### src/verilog/mdmux_pkg.sv
// constants, types and pin bundles shared by the multidrop scan port mux
package mdmux_pkg;
  localparam int N_LOCAL = 7;
  localparam int SLOT_W  = 8;
  localparam int IR_W    = 8;
  localparam int GROUP_W = 2;
  localparam int PT_W    = 2;

  // addressing and instruction codes, all values arbitrary
  localparam logic [IR_W-1:0] BCAST_ADDR      = 8'h3a;
  localparam logic [IR_W-1:0] GROUP_ADDR_BASE = 8'h3c;
  localparam logic [IR_W-1:0] RELEASE_INSTR   = 8'h01;
  localparam logic [IR_W-1:0] PORT_SEL_INSTR  = 8'h02;
  localparam logic [IR_W-1:0] IR_CAPTURE_VAL  = 8'h01;
  localparam logic [IR_W-1:0] IR_RESET_VAL    = 8'h00;
  localparam logic [N_LOCAL-1:0] PORT_SEL_RESET = 7'h00;
  localparam logic PARK_TMS   = 1'b1;
  localparam logic IDLE_TDO   = 1'b1;

  typedef enum logic [3:0] {
    TAP_RESET, TAP_IDLE, TAP_SEL_DR, TAP_CAP_DR, TAP_SHIFT_DR, TAP_EXIT1_DR,
    TAP_PAUSE_DR, TAP_EXIT2_DR, TAP_UPD_DR, TAP_SEL_IR, TAP_CAP_IR,
    TAP_SHIFT_IR, TAP_EXIT1_IR, TAP_PAUSE_IR, TAP_EXIT2_IR, TAP_UPD_IR
  } tap_state_t;

  // every pin input that crosses into the system clock domain
  typedef struct packed {
    logic [1:0]         tck;
    logic [1:0]         tms;
    logic [1:0]         tdi;
    logic [1:0]         trst_n;
    logic [1:0][PT_W-1:0] pt_b;
    logic [PT_W-1:0]    pt_l;
    logic [N_LOCAL-1:1] tdi_l;
    logic [SLOT_W-1:0]  slot;
    logic [GROUP_W-1:0] group;
    logic               mps;
    logic               loc_oe_n;
    logic               idle_rst;
    logic               rst_mask;
  } pins_t;
endpackage : mdmux_pkg

### src/verilog/mdmux_top.sv
// multidrop scan port mux: addressing, local port routing and pass-through
// Summary of operation
// - tristate notify goes high whenever its test data output floats
// - master pass-through inputs reach the single selected local port only
// - master pass-through outputs show the single selected port's inputs
// - local pass-through inputs exist on ports zero and one only
// - local pass-through outputs on ports zero and one, single selection only
// - local output enable high floats every local port output
// - local test clocks are copies of the master port clock, resampled on the system clock
// - local test resets are gated from the backplane test reset
// - low backplane test reset asynchronously initializes internal logic
// - master port select picks master; the other port is local port zero
// - system clock runs all scan logic; backplane test clock edges are sampled on it
// - backplane address is the static level of eight slot inputs
// - level one selects one device, a group, or all via broadcast
// - level two picks any of seven local ports into one chain
// - select zero makes port zero master, one makes port one master
// - idle local resets follow level input; driven low while reset active
`timescale 1ns/10ps
`default_nettype none
module mdmux_top
  import mdmux_pkg::*;
(
  input  wire logic [1:0]         TCK_B_IN,
  input  wire logic               SYS_CLK_IN,
  input  wire logic               RST_N_IN,
  output var  logic [1:0]         TCK_B_OUT,
  output var  logic [1:0]         TCK_B_OE_N_OUT,
  input  wire logic [1:0]         TMS_B_IN,
  output var  logic [1:0]         TMS_B_OUT,
  output var  logic [1:0]         TMS_B_OE_N_OUT,
  input  wire logic [1:0]         TRST_B_N_IN,
  output var  logic [1:0]         TRST_B_N_OUT,
  output var  logic [1:0]         TRST_B_OE_N_OUT,
  input  wire logic [1:0]         TDI_B_IN,
  output var  logic [1:0]         TDO_B_OUT,
  output var  logic [1:0]         TDO_B_OE_N_OUT,
  input  wire logic [3:0]         PT_B_IN,
  output var  logic [3:0]         PT_B_OUT,
  output var  logic [1:0]         PT_B_OE_N_OUT,
  output var  logic [4:0]         TRISTATE_NOTIFY_OUT,
  output var  logic [5:0]         TCK_L_OUT,
  output var  logic [5:0]         TMS_L_OUT,
  output var  logic [5:0]         TRST_L_N_OUT,
  output var  logic [5:0]         TDO_L_OUT,
  output var  logic [5:0]         TDO_L_OE_N_OUT,
  output var  logic               LOC_OE_N_OUT,
  input  wire logic [5:0]         TDI_L_IN,
  input  wire logic [1:0]         PT_L_IN,
  output var  logic [1:0]         PT_L_OUT,
  output var  logic               PT_L_OE_N_OUT,
  input  wire logic [7:0]         SLOT_ID_IN,
  input  wire logic [1:0]         GROUP_ID_IN,
  input  wire logic               MASTER_PORT_SELECT_IN,
  input  wire logic               LOCAL_OE_N_IN,
  input  wire logic               IDLE_LOCAL_RESET_LEVEL_IN,
  input  wire logic               BACKPLANE_RESET_MASK_IN,
  output var  logic               DEVICE_SELECTED_OUT,
  output var  logic [6:0]         PORT_SELECT_OUT
);
  import mdmux_pkg::*;

  if (N_LOCAL != 7 || SLOT_W != 8 || IR_W < SLOT_W) begin : g_bad_cfg
    $error("mdmux_top: unsupported port count or widths");
  end

  // sync stages reset to pin idle levels: no false enable, reset or edge
  localparam pins_t PINS_IDLE = '{tck: 2'h0, tms: 2'h3, tdi: 2'h3, trst_n: 2'h3, pt_b: '0,
                                  pt_l: '0, tdi_l: '1, slot: '0, group: '0, mps: 1'b0,
                                  loc_oe_n: 1'b1, idle_rst: 1'b0, rst_mask: 1'b0};

  function automatic logic pick(input logic [1:0] v, input logic sel);
    return sel ? v[1] : v[0];
  endfunction

  function automatic logic one_hot(input logic [N_LOCAL-1:0] v);
    return (v != '0) && ((v & (v - 1'b1)) == '0);
  endfunction

  pins_t              pins_raw;
  pins_t              sync1_q;
  pins_t              sync2_q;
  logic               core_rst_n;
  logic               m;
  logic               tck_m;
  logic               tms_m;
  logic               tdi_m;
  logic               tck_prev_q;
  logic               tck_rise;
  logic               tck_fall;
  tap_state_t         tap_state;
  logic [IR_W-1:0]    ir_sh_q;
  logic [IR_W-1:0]    ir_q;
  logic               selected_q;
  logic [N_LOCAL-1:0] port_sel_q;
  logic [N_LOCAL-1:0] dr_sh_q;
  logic               bypass_q;
  logic               tdo_q;
  logic               tdo_en_q;
  logic [N_LOCAL-1:0] live;
  logic               single;
  logic [N_LOCAL-1:0] loc_tdi;
  logic [N_LOCAL-1:0] loc_tdo_d;
  logic               chain_out;
  logic [IR_W-1:0]    group_addr;
  logic               addr_hit;
  logic               trst_l0_d;

  assign pins_raw = '{tck: TCK_B_IN, tms: TMS_B_IN, tdi: TDI_B_IN, trst_n: TRST_B_N_IN,
                      pt_b: PT_B_IN, pt_l: PT_L_IN, tdi_l: TDI_L_IN, slot: SLOT_ID_IN,
                      group: GROUP_ID_IN, mps: MASTER_PORT_SELECT_IN,
                      loc_oe_n: LOCAL_OE_N_IN, idle_rst: IDLE_LOCAL_RESET_LEVEL_IN,
                      rst_mask: BACKPLANE_RESET_MASK_IN};

  // select is a strap, so the raw mux only moves at board config time
  assign core_rst_n = RST_N_IN & pick(TRST_B_N_IN, MASTER_PORT_SELECT_IN);

  always_ff @(posedge SYS_CLK_IN or negedge RST_N_IN) begin
    if (!RST_N_IN) begin
      sync1_q <= PINS_IDLE;
      sync2_q <= PINS_IDLE;
    end else begin
      sync1_q <= pins_raw;
      sync2_q <= sync1_q;
    end
  end

  assign m     = sync2_q.mps;
  assign tck_m = pick(sync2_q.tck, m);
  assign tms_m = pick(sync2_q.tms, m);
  assign tdi_m = pick(sync2_q.tdi, m);

  // tck edges found by sampling; tck must stay well below sys clock / 4
  always_ff @(posedge SYS_CLK_IN or negedge core_rst_n) begin
    if (!core_rst_n) begin
      tck_prev_q <= 1'b0;
    end else begin
      tck_prev_q <= tck_m;
    end
  end
  assign tck_rise = tck_m & ~tck_prev_q;
  assign tck_fall = ~tck_m & tck_prev_q;

  tap_fsm u_tap (
    .clk_in      (SYS_CLK_IN),
    .rst_n_in    (core_rst_n),
    .tck_rise_in (tck_rise),
    .tms_in      (tms_m),
    .state_out   (tap_state)
  );

  assign group_addr = GROUP_ADDR_BASE + IR_W'(sync2_q.group);
  assign addr_hit   = (ir_sh_q == sync2_q.slot) || (ir_sh_q == BCAST_ADDR) ||
                      (ir_sh_q == group_addr);

  // instruction path and level one addressing
  always_ff @(posedge SYS_CLK_IN or negedge core_rst_n) begin
    if (!core_rst_n) begin
      ir_sh_q    <= IR_RESET_VAL;
      ir_q       <= IR_RESET_VAL;
      selected_q <= 1'b0;
    end else if (tck_rise) begin
      unique case (tap_state)
        TAP_CAP_IR:   ir_sh_q <= IR_CAPTURE_VAL;
        TAP_SHIFT_IR: ir_sh_q <= {tdi_m, ir_sh_q[IR_W-1:1]};
        TAP_UPD_IR: begin
          if (!selected_q) begin
            selected_q <= addr_hit;
          end else if (ir_sh_q == RELEASE_INSTR) begin
            selected_q <= 1'b0;
          end
          ir_q <= ir_sh_q;
        end
        TAP_RESET:    ir_q <= IR_RESET_VAL;
        default:      ir_q <= ir_q;
      endcase
    end
  end

  // level two port selection register
  always_ff @(posedge SYS_CLK_IN or negedge core_rst_n) begin
    if (!core_rst_n) begin
      dr_sh_q    <= PORT_SEL_RESET;
      port_sel_q <= PORT_SEL_RESET;
      bypass_q   <= 1'b0;
    end else if (tck_rise && ir_q == PORT_SEL_INSTR && selected_q) begin
      unique case (tap_state)
        TAP_CAP_DR:   dr_sh_q <= port_sel_q;
        TAP_SHIFT_DR: dr_sh_q <= {tdi_m, dr_sh_q[N_LOCAL-1:1]};
        TAP_UPD_DR:   port_sel_q <= dr_sh_q;
        default:      dr_sh_q <= dr_sh_q;
      endcase
    end else if (tck_rise && tap_state == TAP_SHIFT_DR) begin
      bypass_q <= tdi_m;
    end
  end

  assign live    = port_sel_q & {N_LOCAL{selected_q}};
  assign single  = one_hot(live);
  assign loc_tdi = {sync2_q.tdi_l, pick(sync2_q.tdi, ~m)};

  // selected ports daisy-chain in ascending order into one chain
  always_comb begin
    chain_out = tdi_m;
    loc_tdo_d = {N_LOCAL{IDLE_TDO}};
    for (int p = 0; p < N_LOCAL; p++) begin
      if (live[p]) begin
        loc_tdo_d[p] = chain_out;
        chain_out    = loc_tdi[p];
      end
    end
    if (live == '0) begin
      chain_out = bypass_q;
    end
  end

  // backplane data output, driven only while addressed and shifting
  always_ff @(posedge SYS_CLK_IN or negedge core_rst_n) begin
    if (!core_rst_n) begin
      tdo_q    <= IDLE_TDO;
      tdo_en_q <= 1'b0;
    end else if (tck_fall) begin
      tdo_en_q <= selected_q &&
                  (tap_state == TAP_SHIFT_IR || tap_state == TAP_SHIFT_DR);
      if (tap_state == TAP_SHIFT_IR) begin
        tdo_q <= ir_sh_q[0];
      end else if (ir_q == PORT_SEL_INSTR) begin
        tdo_q <= dr_sh_q[0];
      end else begin
        tdo_q <= chain_out;
      end
    end
  end

  // backplane pins: master side listens, other side acts as local port 0
  always_ff @(posedge SYS_CLK_IN or negedge RST_N_IN) begin
    if (!RST_N_IN) begin
      TCK_B_OUT       <= '0;
      TMS_B_OUT       <= '1;
      TRST_B_N_OUT    <= '0;
      TDO_B_OUT       <= '1;
      TCK_B_OE_N_OUT  <= '1;
      TMS_B_OE_N_OUT  <= '1;
      TRST_B_OE_N_OUT <= '1;
      TDO_B_OE_N_OUT  <= '1;
    end else begin
      TCK_B_OUT[~m]       <= tck_m;
      TMS_B_OUT[~m]       <= live[0] ? tms_m : PARK_TMS;
      TRST_B_N_OUT[~m]    <= trst_l0_d;
      TDO_B_OUT[~m]       <= loc_tdo_d[0];
      TCK_B_OE_N_OUT[~m]  <= sync2_q.loc_oe_n;
      TMS_B_OE_N_OUT[~m]  <= sync2_q.loc_oe_n;
      TRST_B_OE_N_OUT[~m] <= sync2_q.loc_oe_n;
      TDO_B_OE_N_OUT[~m]  <= sync2_q.loc_oe_n | ~live[0];
      TCK_B_OUT[m]        <= 1'b0;
      TMS_B_OUT[m]        <= PARK_TMS;
      TRST_B_N_OUT[m]     <= 1'b1;
      TDO_B_OUT[m]        <= tdo_q;
      TCK_B_OE_N_OUT[m]   <= 1'b1;
      TMS_B_OE_N_OUT[m]   <= 1'b1;
      TRST_B_OE_N_OUT[m]  <= 1'b1;
      TDO_B_OE_N_OUT[m]   <= ~tdo_en_q;
    end
  end

  // local ports 1..6
  always_ff @(posedge SYS_CLK_IN or negedge RST_N_IN) begin
    if (!RST_N_IN) begin
      TCK_L_OUT      <= '0;
      TMS_L_OUT      <= '1;
      TDO_L_OUT      <= '1;
      TDO_L_OE_N_OUT <= '1;
      LOC_OE_N_OUT   <= 1'b1;
    end else begin
      LOC_OE_N_OUT <= sync2_q.loc_oe_n;
      for (int p = 1; p < N_LOCAL; p++) begin
        TCK_L_OUT[p-1]      <= tck_m;
        TMS_L_OUT[p-1]      <= live[p] ? tms_m : PARK_TMS;
        TDO_L_OUT[p-1]      <= loc_tdo_d[p];
        TDO_L_OE_N_OUT[p-1] <= sync2_q.loc_oe_n | ~live[p];
      end
    end
  end

  // local resets: low under device reset or unmasked backplane reset
  logic trst_ok;
  assign trst_ok = sync2_q.rst_mask | pick(sync2_q.trst_n, m);
  assign trst_l0_d = trst_ok & (live[0] | sync2_q.idle_rst);
  logic [5:0] trst_l_d;
  always_comb begin
    for (int p = 1; p < N_LOCAL; p++) begin
      trst_l_d[p-1] = trst_ok & (live[p] | sync2_q.idle_rst);
    end
  end
  always_ff @(posedge SYS_CLK_IN or negedge RST_N_IN) begin
    if (!RST_N_IN) begin
      TRST_L_N_OUT <= '0;
    end else begin
      TRST_L_N_OUT <= trst_l_d;
    end
  end

  // pass-through bits, single selection on ports 0 and 1 only
  always_ff @(posedge SYS_CLK_IN or negedge RST_N_IN) begin
    if (!RST_N_IN) begin
      PT_B_OUT      <= '0;
      PT_B_OE_N_OUT <= '1;
      PT_L_OUT      <= '0;
      PT_L_OE_N_OUT <= 1'b1;
    end else begin
      PT_B_OUT[m*PT_W +: PT_W]  <= live[0] ? sync2_q.pt_b[~m] : sync2_q.pt_l;
      PT_B_OE_N_OUT[m]          <= ~(single & (live[0] | live[1]));
      PT_B_OUT[int'(!m)*PT_W +: PT_W] <= sync2_q.pt_b[m];
      PT_B_OE_N_OUT[~m]         <= ~(single & live[0]) | sync2_q.loc_oe_n;
      PT_L_OUT                  <= sync2_q.pt_b[m];
      PT_L_OE_N_OUT             <= ~(single & live[1]) | sync2_q.loc_oe_n;
    end
  end

  // notify mirrors registered data output enables; status mirrors selection registers
  always_ff @(posedge SYS_CLK_IN or negedge RST_N_IN) begin
    if (!RST_N_IN) begin
      TRISTATE_NOTIFY_OUT <= '1;
      DEVICE_SELECTED_OUT <= 1'b0;
      PORT_SELECT_OUT     <= PORT_SEL_RESET;
    end else begin
      TRISTATE_NOTIFY_OUT <= {TDO_L_OE_N_OUT[2:0], TDO_B_OE_N_OUT};
      DEVICE_SELECTED_OUT <= selected_q;
      PORT_SELECT_OUT     <= port_sel_q;
    end
  end
endmodule // mdmux_top
`default_nettype wire

### src/verilog/tap_fsm.sv
// test access port state sequencer, stepped on each sampled tck rise
`timescale 1ns/10ps
`default_nettype none
module tap_fsm
  import mdmux_pkg::*;
(
  input  wire logic             clk_in,
  input  wire logic             rst_n_in,
  input  wire logic             tck_rise_in,
  input  wire logic             tms_in,
  output var  mdmux_pkg::tap_state_t state_out
);
  tap_state_t state_q;
  tap_state_t state_d;

  always_comb begin
    state_d = state_q;
    unique case (state_q)
      TAP_RESET:    state_d = tms_in ? TAP_RESET    : TAP_IDLE;
      TAP_IDLE:     state_d = tms_in ? TAP_SEL_DR   : TAP_IDLE;
      TAP_SEL_DR:   state_d = tms_in ? TAP_SEL_IR   : TAP_CAP_DR;
      TAP_CAP_DR:   state_d = tms_in ? TAP_EXIT1_DR : TAP_SHIFT_DR;
      TAP_SHIFT_DR: state_d = tms_in ? TAP_EXIT1_DR : TAP_SHIFT_DR;
      TAP_EXIT1_DR: state_d = tms_in ? TAP_UPD_DR   : TAP_PAUSE_DR;
      TAP_PAUSE_DR: state_d = tms_in ? TAP_EXIT2_DR : TAP_PAUSE_DR;
      TAP_EXIT2_DR: state_d = tms_in ? TAP_UPD_DR   : TAP_SHIFT_DR;
      TAP_UPD_DR:   state_d = tms_in ? TAP_SEL_DR   : TAP_IDLE;
      TAP_SEL_IR:   state_d = tms_in ? TAP_RESET    : TAP_CAP_IR;
      TAP_CAP_IR:   state_d = tms_in ? TAP_EXIT1_IR : TAP_SHIFT_IR;
      TAP_SHIFT_IR: state_d = tms_in ? TAP_EXIT1_IR : TAP_SHIFT_IR;
      TAP_EXIT1_IR: state_d = tms_in ? TAP_UPD_IR   : TAP_PAUSE_IR;
      TAP_PAUSE_IR: state_d = tms_in ? TAP_EXIT2_IR : TAP_PAUSE_IR;
      TAP_EXIT2_IR: state_d = tms_in ? TAP_UPD_IR   : TAP_SHIFT_IR;
      TAP_UPD_IR:   state_d = tms_in ? TAP_SEL_DR   : TAP_IDLE;
    endcase
  end

  always_ff @(posedge clk_in or negedge rst_n_in) begin
    if (!rst_n_in) begin
      state_q <= TAP_RESET;
    end else if (tck_rise_in) begin
      state_q <= state_d;
    end
  end

  assign state_out = state_q;
endmodule // tap_fsm
`default_nettype wire

### config.mk
export PLATFORM = sky130hd
export DESIGN_NAME = mdmux_top
export DESIGN_NICKNAME = d
export VERILOG_FILES = /design/src/verilog/mdmux_pkg.sv /design/src/verilog/mdmux_top.sv /design/src/verilog/tap_fsm.sv
export SDC_FILE = /design/constraint.sdc
export NUM_CORES = 1
export LEC_CHECK = 0
export ABC_AREA = 1
export BUFFER_PORTS_ARGS = -buffer_cell sky130_fd_sc_hd__clkbuf_2
export CAP_MARGIN = 20
export CORE_AREA = 2 2 146 148
export CTS_CLUSTER_DIAMETER = 60
export DETAILED_ROUTE_END_ITERATION = 7
export DIE_AREA = 0 0 148 150
export GPL_ROUTABILITY_DRIVEN = 0
export GPL_TIMING_DRIVEN = 0
export RECOVER_POWER = 50
export SLEW_MARGIN = 40
export SYNTH_ARGS = -nofsm -noshare
export SYNTH_HDL_FRONTEND = slang
export SYNTH_SLANG_ARGS = --single-unit
### constraint.sdc
create_clock -name SYS_CLK_IN -period 2.95 [get_ports SYS_CLK_IN]
set_input_delay 0.295 -clock SYS_CLK_IN [delete_from_list [all_inputs] [get_ports SYS_CLK_IN]]
set_output_delay 0.295 -clock SYS_CLK_IN [all_outputs]
set_load 0.05 [all_outputs]
==> impl_metrics.env, run 1 <==
export IMPL_fillers=1998
export IMPL_period_needed_ns=2.229
export IMPL_grt_pass1_wl_mm=21.45
export IMPL_antenna_found_initial=0
export IMPL_drt_wirelength_per_cell_um=13.02
export IMPL_hold_path_class="flop to flop"
export IMPL_power_mw=5.643
export IMPL_grt_usage=0.1237
export IMPL_timing_fmax_mhz=448.7
export IMPL_cap_viol_max_count=0
export IMPL_setup_violations=0
export IMPL_post_cts_buffers=0
export IMPL_synth_fa_ha_area_frac=0
export IMPL_cts_resized=0
export IMPL_synth_cells=526
export IMPL_utilization=0.3881
export IMPL_p_per_area_nw_per_um2=702.7
export IMPL_row_count=53
export IMPL_fin_nets=724
export IMPL_synth_flop_cell="dfrtp_1"
export IMPL_peakVddDrop_uv=559.6
export IMPL_synth_area_um2=6115
export IMPL_dr_pass1_iters=4
export IMPL_drt_iter0_drc=188
export IMPL_synth_top_family_by_area="simple AND/OR/NAND/NOR gates"
export IMPL_numCtsBuffers=17
export IMPL_synth_edf_count=0
export IMPL_via_per_inst=4.250
export IMPL_dpl_hpwl_mm=8.913
export IMPL_synth_fp_nets=562
export IMPL_cts_root_buf="clkbuf_16"
export IMPL_via_count=4148
export IMPL_syn_to_final_growth_pct=31.33
export IMPL_status="complete, no violations"
export IMPL_synthMuxAreaShare=0
export IMPL_cp_end_kind="flop"
export IMPL_cts_clk_slew_worst_paths_ns=0.07
export IMPL_synth_compound_area_frac=0.09147
export IMPL_final_max_slew_viol_count=0
export IMPL_core_area_um2=20690
export IMPL_setup_slack_ns=0.7212
export IMPL_layout_common_cells="dfrtp_1, nand2_1, clkbuf_2, dfstp_2"
export IMPL_drc=0
export IMPL_rsz0062_at_grt="false"
export IMPL_drive_above_1_share=0.3723
export IMPL_dieArea_um2=22200
export IMPL_syn_avg_cell_area_um2=11.62
export IMPL_holdBufCountCts=36
export IMPL_clockBufferDepth=2
export IMPL_postRouteWirelength_mm=12.71
export IMPL_synth_seq_cells=168
export IMPL_finalCritPeriodShare=0.7555
export IMPL_total_leakage_power_nw=3.600
export IMPL_cts_tree="yes"
export IMPL_yosys_area_share_simple=0.1447
export IMPL_async_reset_ff_frac=1.000
export IMPL_diodes=0
export IMPL_critPathRequiredTime_ns=3.32
export IMPL_yosysUniqueCellTypes=41
export IMPL_yosys_warnings=0
export IMPL_io_buffers=104
export IMPL_tightest_slew_ns=0.5302
export IMPL_fp_dieW_um=148
export IMPL_yosysSeqAreaShare=0.7004
export IMPL_dp_cells=908
export IMPL_clock_sinks=168
export IMPL_fin_skew_ns=0.01235
export IMPL_hold_ws_ns=0.3485
export IMPL_slew_headroom=0.6419
export IMPL_die_h_um=150
export IMPL_boundaryPins=105
export IMPL_h_tree_depth=4
export IMPL_critical_path_class="flop to flop"
export IMPL_grt_pass1_vias=4146
export IMPL_instances_no_fill=976
export IMPL_hold_viol=0
export IMPL_grt_overflow_total=0
export IMPL_final_common_cell="dfrtp_1"
export IMPL_crit_fanout=10
export IMPL_synth_xor_area_frac=0.01003
export IMPL_pre_cts_ws_ns=1.087
export IMPL_drtAntennaViolNets=0
export IMPL_grt_max_degree=75
export IMPL_initial_utilization=0.2955
export IMPL_cp_arrival_ns=2.59
export IMPL_cp_start_kind="flop"
export IMPL_clkLatencyLatePin_ns=0.43
## registers in the layout, summed over array words and instances, names as in the netlist, 7 cells and up
register / count
PORT_SELECT_OUT: 7
dr_sh_q: 7
ir_q: 8
ir_sh_q: 8
port_sel_q: 7
sync1_q: 34
sync2_q: 27
## cells in the mapped netlist (4+ instances only)
library cell | number | area [um2]
dfrtp_1 | 105 | 2628
nand2_1 | 101 | 379.1
dfstp_2 | 63 | 1655
inv_1 | 34 | 127.6
o21ai_1 | 29 | 145.1
nor2_1 | 25 | 93.84
o21ai_0 | 25 | 125.1
nand3_1 | 20 | 100.1
inv_2 | 17 | 63.81
a21oi_1 | 16 | 80.08
buf_4 | 9 | 67.56
nor2_2 | 9 | 56.30
o21ai_2 | 8 | 70.07
nand3_2 | 7 | 70.07
nand2_2 | 6 | 37.54
nand4_1 | 5 | 31.28
nor4_1 | 4 | 25.02
or2_2 | 4 | 25.02
xnor2_1 | 4 | 35.03
## layer usage
layer  vias up  wire, um  global-route usage
li1       2032         -                   -
met1      1979      5998              0.1661
met2       127      5839              0.1917
met3        10       687             0.03293
met4         0       180             0.04810
met5         -         0                   0
## cell families after synthesis
logic type,after synthesis
buffers and inverters,70
XOR/XNOR,7
AND/OR/NAND/NOR,187
flip-flops,168
AO/OA/AOI/OAI,94
## cell type report
class                      count  area, um2  share of cell area
buffer                        17      115.1             0.01433
clock buffer                  17      425.4             0.05298
clock inverter                15      209.0             0.02602
inverter                      53      203.9             0.02540
multi-input combinational    288       1511              0.1882
sequential                   168       4283              0.5333
tap                          275      344.1             0.04285
timing repair buffer         143      938.4              0.1169
## worst paths after layout
kind                       slack [ns]  depth (start not counted)                      to                  start
setup / recovery                 0.72                         15       tdo_q$_DFFE_PN1P_            m$_DFF_PN0_
hold / removal                   0.35                          0   sync2_q[32]$_DFF_PN0_  sync1_q[32]$_DFF_PN0_
setup reg to reg                 0.72                         15       tdo_q$_DFFE_PN1P_            m$_DFF_PN0_
hold reg to reg                  0.35                          0   sync2_q[32]$_DFF_PN0_  sync1_q[32]$_DFF_PN0_
max in group asynchronous        0.87                          5  ir_sh_q[4]$_DFFE_PN0P_               RST_N_IN
min in group asynchronous        0.38                          2    sync1_q[8]$_DFF_PN0_               RST_N_IN
## critical path, stage by stage (launching register included)
cell and delay (ns):
dfrtp_1 0.34, clkbuf_1 0.36, inv_1 0.26, nand2_2 0.19, nand3_1 0.14, nand3_2 0.12
nand3_2 0.08, nand3_2 0.10, nand3_2 0.09, nand3_2 0.08, nand3_1 0.09, nand2_1 0.10
nand2_1 0.05, nand2_1 0.05, nand2_1 0.07, nand2_1 0.07
## stage by stage
step | setup TNS (ns) | instance area, um2
3_5_place_dp | 0 | 7057
3_3_place_gp | -166.50 | 6979
5_1_grt | 0 | 8030
2_1_floorplan | 0 | 6115
6_report | 0 | 8030
4_1_cts | 0 | 8051
## where the power goes
| part | switching (mW) | leakage (nW) | internal [mW] |
|---|---|---|---|
| logic | 0.529 | 1.31 | 0.238 |
| registers | 0.0787 | 1.99 | 2.45 |
| clock network | 0.976 | 0.306 | 1.37 |
Power figures use the tool's default switching activity.
==> run 2, diff against run 1 <==
--- a/config.mk
+++ b/config.mk
@@ -5,13 +5,13 @@
 export SDC_FILE = /design/constraint.sdc
 export NUM_CORES = 1
 export LEC_CHECK = 0
-export ABC_AREA = 1
+export ABC_AREA = 0
 export BUFFER_PORTS_ARGS = -buffer_cell sky130_fd_sc_hd__clkbuf_2
 export CAP_MARGIN = 20
-export CORE_AREA = 2 2 146 148
+export CORE_AREA = 2 2 147 149
 export CTS_CLUSTER_DIAMETER = 60
 export DETAILED_ROUTE_END_ITERATION = 7
-export DIE_AREA = 0 0 148 150
+export DIE_AREA = 0 0 149 151
 export GPL_ROUTABILITY_DRIVEN = 0
 export GPL_TIMING_DRIVEN = 0
 export RECOVER_POWER = 50
==> constraint.sdc (replaced) <==
create_clock -name SYS_CLK_IN -period 2.1 [get_ports SYS_CLK_IN]
set_input_delay 0.21 -clock SYS_CLK_IN [delete_from_list [all_inputs] [get_ports SYS_CLK_IN]]
set_output_delay 0.21 -clock SYS_CLK_IN [all_outputs]
set_load 0.05 [all_outputs]
==> run 2 against run 1 <==
Against the previous run:
- cell count down 5.7%
- highest routed layer unchanged
- critical path type unchanged
- worst hold slack got worse by 0.021 ns
- via count decreased by 0.36%
- largest power group unchanged
- global-route usage about the same
- largest cell class unchanged
- non-clock buffer count rose by 18
==> impl_metrics.env, run 2 <==
export IMPL_via_per_inst=4.492
export IMPL_final_common_cell="dfrtp_1"
export IMPL_drive_above_1_share=0.3752
export IMPL_finalCritPeriodShare=0.9606
export IMPL_cts_tree="yes"
export IMPL_rsz0062_at_grt="false"
export IMPL_fin_skew_ns=0.01189
export IMPL_reg2reg_slack_ns=0.08
export IMPL_synth_top_area_share=0.4282
export IMPL_total_leakage_power_nw=3.484
export IMPL_synth_area_um2=6136
export IMPL_dieArea_um2=22500
export IMPL_grt_pass1_wl_mm=21.24
export IMPL_cpPeakStageDelay_ns=0.51
export IMPL_clock_sinks=168
export IMPL_cap_viol_max_count=0
export IMPL_hold_path_class="input port to async pin"
export IMPL_synth_edf_count=0
export IMPL_synth_flop_cell="dfrtp_1"
export IMPL_worst_r2r_path_depth=8
export IMPL_clockBufferDepth=2
export IMPL_critical_path_class="flop to flop"
export IMPL_setup_violations=0
export IMPL_layout_common_cells="dfrtp_1, clkbuf_2, dfstp_2, nand2_1, dlygate4sd3_1"
export IMPL_cp_arrival_ns=2.33
export IMPL_slew_headroom=0.4362
export IMPL_final_max_slew_viol_count=0
export IMPL_cp_top_family="simple AND/OR/NAND/NOR gates"
export IMPL_via_count=4133
export IMPL_yosysUniqueCellTypes=55
export IMPL_utilization=0.3877
export IMPL_top_regs="sync1_q: 34 flops, sync2_q: 27 flops"
export IMPL_critPathRequiredTime_ns=2.41
export IMPL_boundaryPins=105
export IMPL_yosysSeqAreaShare=0.6980
export IMPL_cp_end_kind="flop"
export IMPL_dr_pass1_iters=5
export IMPL_grt_max_degree=67
export IMPL_timing_fmax_mhz=495.7
export IMPL_crit_fanout=10
export IMPL_async_reset_ff_frac=1.000
export IMPL_period_needed_ns=2.017
export IMPL_grt_overflow_total=0
export IMPL_drt_iter0_drc=275
export IMPL_cts_clk_slew_worst_paths_ns=0.06
export IMPL_syn_avg_cell_area_um2=12.97
export IMPL_ys_top_cells_by_count="dfrtp_1, dfstp_2, nand2_1"
export IMPL_grt_pass1_vias=3979
export IMPL_drtAntennaViolNets=0
export IMPL_synth_fp_nets=509
export IMPL_r2r_start="m$_DFF_PN0_"
export IMPL_drc=0
export IMPL_die_h_um=151
export IMPL_initial_utilization=0.2947
export IMPL_cp_start_kind="flop"
export IMPL_core_area_um2=20820
export IMPL_placed_area_um2=7097
export IMPL_hold_viol=0
export IMPL_synth_seq_cells=168
export IMPL_dp_cells=855
export IMPL_pre_cts_ws_ns=-0.1550
export IMPL_synth_cells=473
export IMPL_yosysTopAreaCell="dfrtp_1"
export IMPL_syn_to_final_growth_pct=31.57
export IMPL_path_cells="buf_4 -> mux2i_4 -> or2_0 -> buf_2 -> or4_4 -> buf_6 -> nand2_1 -> o21ai_2"
export IMPL_fp_dieW_um=149
export IMPL_yosys_warnings=0
export IMPL_reg2reg_to="dr_sh_q[5]$_DFFE_PN0P_"
export IMPL_p_per_area_nw_per_um2=958.0
export IMPL_postLayoutCellArea_um2=8073
export IMPL_slowest_stage="or4_4"
export IMPL_final_setup_tns_ns=0
export IMPL_postRouteWirelength_mm=13.39
export IMPL_dpl_hpwl_mm=9.139
export IMPL_antenna_found_initial=0
export IMPL_fillers=1996
export IMPL_fin_nets=668
export IMPL_numCtsBuffers=17
export IMPL_power_mw=7.733
export IMPL_crit_buf_inv=3
export IMPL_status="complete, no violations"
export IMPL_cts_root_buf="clkbuf_16"
export IMPL_io_buffers=104
export IMPL_largest_register="sync1_q"
export IMPL_clkLatencyLatePin_ns=0.42
export IMPL_drt_wirelength_per_cell_um=14.55
export IMPL_setup_slack_ns=0.08279
export IMPL_netlist_top_cells_area="dfrtp_1, dfstp_2, mux2_2"
export IMPL_diodes=0
export IMPL_tightest_slew_ns=0.8456
export IMPL_instances_no_fill=920
export IMPL_grt_usage=0.1237
export IMPL_yosysMostFrequentCell="dfrtp_1"
export IMPL_largest_reg_flops=34
export IMPL_row_count=53
export IMPL_peakVddDrop_uv=483.7
export IMPL_hold_ws_ns=0.3275
export IMPL_h_tree_depth=4
==> run 2: worst max-delay path by stage <==
stage / from / endpoint / slack, ns / cells after the start
final: m$_DFF_PN0_ / dr_sh_q[5]$_DFFE_PN0P_ / 0.08 / 8
after global placement: RST_N_IN / port_sel_q[6]$_DFFE_PN0P_ / -2.75 / 2
after detailed placement: m$_DFF_PN0_ / ir_sh_q[1]$_DFFE_PN0P_ / -0.16 / 7
after global routing: m$_DFF_PN0_ / dr_sh_q[3]$_DFFE_PN0P_ / 0.006 / 8
after floorplan: m$_DFF_PN0_ / dr_sh_q[3]$_DFFE_PN0P_ / 0.17 / 8
after CTS: m$_DFF_PN0_ / dr_sh_q[0]$_DFFE_PN0P_ / 0.03 / 8
==> run 2: cell type report <==
class,count,area (um2),area share
Timing Repair Buffer,143,928.4,0.1150
Clock buffer,18,429.2,0.05316
Inverter,7,26.28,0.003255
Sequential cell,168,4284,0.5307
Buffer,35,176.4,0.02185
Tap cell,275,344.1,0.04262
Multi-Input combinational cell,260,1724,0.2136
Clock inverter,14,160.2,0.01984
==> run 2: kinds of logic after synthesis <==
family	Yosys count	share of synthesized area
AO/OA/AOI/OAI	89	0.09258
flip-flops	168	0.6980
buffers and inverters	45	0.03446
adder cells (fa/ha/maj)	1	0.001631
XOR/XNOR	12	0.01713
multiplexers	31	0.05424
AND/OR/NAND/NOR	127	0.1020
==> run 2: where the power goes <==
group	leakage [nW]	switching [mW]	internal, mW	total (mW)
clock network	0.281	1.32	1.78	3.10
registers	1.98	0.131	3.44	3.57
logic	1.22	0.687	0.377	1.06
==> run 2: per-layer routing <==
layer,part of all wire,routed length (um),global-route usage
met5,0,0,0
met4,0.0095,127,0.04000
met3,0.056,747,0.03283
met2,0.47,6285,0.1829
met1,0.47,6226,0.1770
==> run 2: what timing repair did <==
action | CTS | global route
pin swaps | 0 | 1
setup buffers | 0 | 1
resized for setup | 4 | 13
hold buffers | 35 | 0
setup endpoints to repair | 28 | 31
endpoints found under the hold margin | 81 | 0
==> run 2: worst register-to-register path: stages, from the launching register on <==
cell and delay (ns):
dfrtp_1 0.36, buf_4 0.16, mux2i_4 0.22, or2_0 0.21, buf_2 0.16, or4_4 0.51, buf_6 0.16, nand2_1 0.08
o21ai_2 0.05
==> run 3, diff against run 2 <==
--- a/config.mk
+++ b/config.mk
@@ -15,6 +15,7 @@
 export GPL_ROUTABILITY_DRIVEN = 0
 export GPL_TIMING_DRIVEN = 0
 export RECOVER_POWER = 50
+export SETUP_SLACK_MARGIN = 0.4
 export SLEW_MARGIN = 40
 export SYNTH_ARGS = -nofsm -noshare
 export SYNTH_HDL_FRONTEND = slang
==> run 3 against run 2 <==
Against the previous run:
- first-iteration DRC count shrank 3.3%
- combinational power rose by 17%
- wire length up 5.5%
- register-to-register slack better by 0.08 ns
- maximum frequency is 3.9% higher
- sequential power about the same
- die area unchanged
- global-route usage grew 0.65 points
==> impl_metrics.env, run 3 (synthesis results as in run 2) <==
export IMPL_status="complete, no violations"
export IMPL_power_switching_mw=2.208
export IMPL_drc=0
export IMPL_setup_violations=0
export IMPL_path_cells="nor4_4 -> nand3_2 -> or4_4 -> buf_8 -> nand2_1 -> o21ai_2"
export IMPL_drtAntennaViolNets=0
export IMPL_initial_utilization=0.2947
export IMPL_setup_slack_ns=0.1583
export IMPL_internal_power_mw=5.607
export IMPL_grt_usage=0.1302
export IMPL_crit_fanout=5
export IMPL_utilization=0.4128
export IMPL_diodes=0
export IMPL_cpPeakStageDelay_ns=0.60
export IMPL_hold_path_class="input port to async pin"
export IMPL_power_mw=7.815
export IMPL_core_area_um2=20820
export IMPL_clkLatencyLatePin_ns=0.43
export IMPL_top_regs="sync1_q: 34 flops, sync2_q: 27 flops"
export IMPL_placed_area_um2=7113
export IMPL_clockBufferDepth=2
export IMPL_final_setup_tns_ns=0
export IMPL_period_needed_ns=1.942
export IMPL_rsz0062_at_grt="true"
export IMPL_slew_headroom=0.3684
export IMPL_seqPwrFrac=0.456
export IMPL_syn_to_final_growth_pct=40.09
export IMPL_critPathRequiredTime_ns=2.41
export IMPL_numCtsBuffers=17
export IMPL_slowest_stage="or4_4"
export IMPL_grt_max_degree=74
export IMPL_via_count=4284
export IMPL_antenna_found_initial=0
export IMPL_fp_dieW_um=149
export IMPL_switching_share=0.2826
export IMPL_dp_cells=855
export IMPL_peakVddDrop_uv=544.7
export IMPL_postRouteWirelength_mm=14.13
export IMPL_drt_iter0_drc=266
export IMPL_finalCritPeriodShare=0.9246
export IMPL_clock_sinks=168
export IMPL_layout_common_cells="clkbuf_2, dfrtp_1, dfstp_2, nand2_1, dlygate4sd3_1"
export IMPL_drive_above_1_share=0.4532
export IMPL_cp_top_family="simple AND/OR/NAND/NOR gates"
export IMPL_fin_skew_ns=0.01611
export IMPL_hold_ws_ns=0.2931
export IMPL_grt_overflow_total=0
export IMPL_cts_root_buf="clkbuf_16"
export IMPL_instances_no_fill=948
export IMPL_timing_fmax_mhz=515.0
export IMPL_critical_path_class="flop to flop"
export IMPL_cp_arrival_ns=2.25
export IMPL_boundaryPins=105
export IMPL_crit_buf_inv=1
export IMPL_cap_viol_max_count=0
export IMPL_h_tree_depth=4
export IMPL_grt_pass1_vias=4198
export IMPL_cts_tree="yes"
export IMPL_grt_pass1_wl_mm=22.40
export IMPL_total_leakage_power_nw=3.760
export IMPL_via_per_inst=4.519
export IMPL_p_per_area_nw_per_um2=909.1
export IMPL_fin_nets=696
export IMPL_largest_reg_flops=34
export IMPL_dpl_hpwl_mm=9.240
export IMPL_final_common_cell="clkbuf_2"
export IMPL_dr_pass1_iters=4
export IMPL_die_h_um=151
export IMPL_cp_start_kind="flop"
export IMPL_p_clk_frac=0.384
export IMPL_pre_cts_ws_ns=-0.1960
export IMPL_cts_clk_slew_worst_paths_ns=0.07
export IMPL_hold_viol=0
export IMPL_io_buffers=104
export IMPL_row_count=53
export IMPL_comb_power_share=0.159
export IMPL_final_max_slew_viol_count=0
export IMPL_cp_end_kind="flop"
export IMPL_drt_wirelength_per_cell_um=14.90
export IMPL_tightest_slew_ns=0.9474
export IMPL_largest_register="sync1_q"
export IMPL_postLayoutCellArea_um2=8596
export IMPL_dieArea_um2=22500
run 3: cell types whose count changed in the layout (fill, tap and decap cells not counted), moves of 3 or more:
cell,before,now
nand3_1,23,19
clkbuf_2,98,105
nand2_1,41,35
nor2_1,17,13
buf_6,1,9
clkbuf_1,27,19
buf_4,10,24
or2_2,4,1
or2_4,0,3
nand2_2,0,5
clkbuf_8,1,4
run 3: power groups by stage:
stage          clock, mW  sequential, mW  combinational (mW)
2_1_floorplan          0            3.69               0.625
3_3_place_gp           0            3.60                1.02
3_5_place_dp           0            3.60                1.04
4_1_cts             3.10            3.56                1.19
5_1_grt             3.25            3.59                1.36
6_report            3.00            3.57                1.24
run 3: worst register-to-register path, delay by kind of cell, from the launching register on:
kind,cells,cell delay (ns)
flip-flops,1,0.41
AO/OA/AOI/OAI,1,0.05
buffers and inverters,1,0.16
AND/OR/NAND/NOR,4,1.22
run 3: final timing paths:
check / startpoint / cells after the start / slack, ns / to
max in group asynchronous: RST_N_IN / 3 / 0.47 / sync2_q[23]$_DFF_PN0_
min: RST_N_IN / 2 / 0.29 / PORT_SELECT_OUT[2]$_DFF_PN0_
min reg2reg: sync1_q[11]$_DFF_PN0_ / 0 / 0.35 / sync2_q[11]$_DFF_PN0_
max reg2reg: ir_q[6]$_DFFE_PN0P_ / 6 / 0.16 / dr_sh_q[4]$_DFFE_PN0P_
min in group SYS_CLK_IN: sync1_q[11]$_DFF_PN0_ / 0 / 0.35 / sync2_q[11]$_DFF_PN0_
max: ir_q[6]$_DFFE_PN0P_ / 6 / 0.16 / dr_sh_q[4]$_DFFE_PN0P_
run 3: timing repair:
action / in CTS / in global routing
hold endpoints to repair: 79 / 0
setup endpoints to repair: 73 / 43
cloned: 1 / 0
buffers inserted: 17 / 8
pin swaps: 12 / 26
resized for setup: 65 / 42
hold buffers: 35 / 0
run 3: cell type report:
| cell class | instances | area (um2) |
|---|---|---|
| sequential | 168 | 4284 |
| fill | 1974 | 12230 |
| inverter | 7 | 26.28 |
| clock inverter | 14 | 135.1 |
| tap | 275 | 344.1 |
| timing repair buffer | 168 | 1157 |
| multi-input combinational | 260 | 1928 |
| clock buffer | 18 | 439.2 |
| buffer | 38 | 281.5 |
run 3: routing by layer:
metal  vias up  global-route usage  routed length, um
li1       2010                   -                  -
met1      2156              0.1758               6552
met3        14             0.03133                583
met4         0             0.04286                158
met2       104              0.2071               6835
met5         -                   0                  0
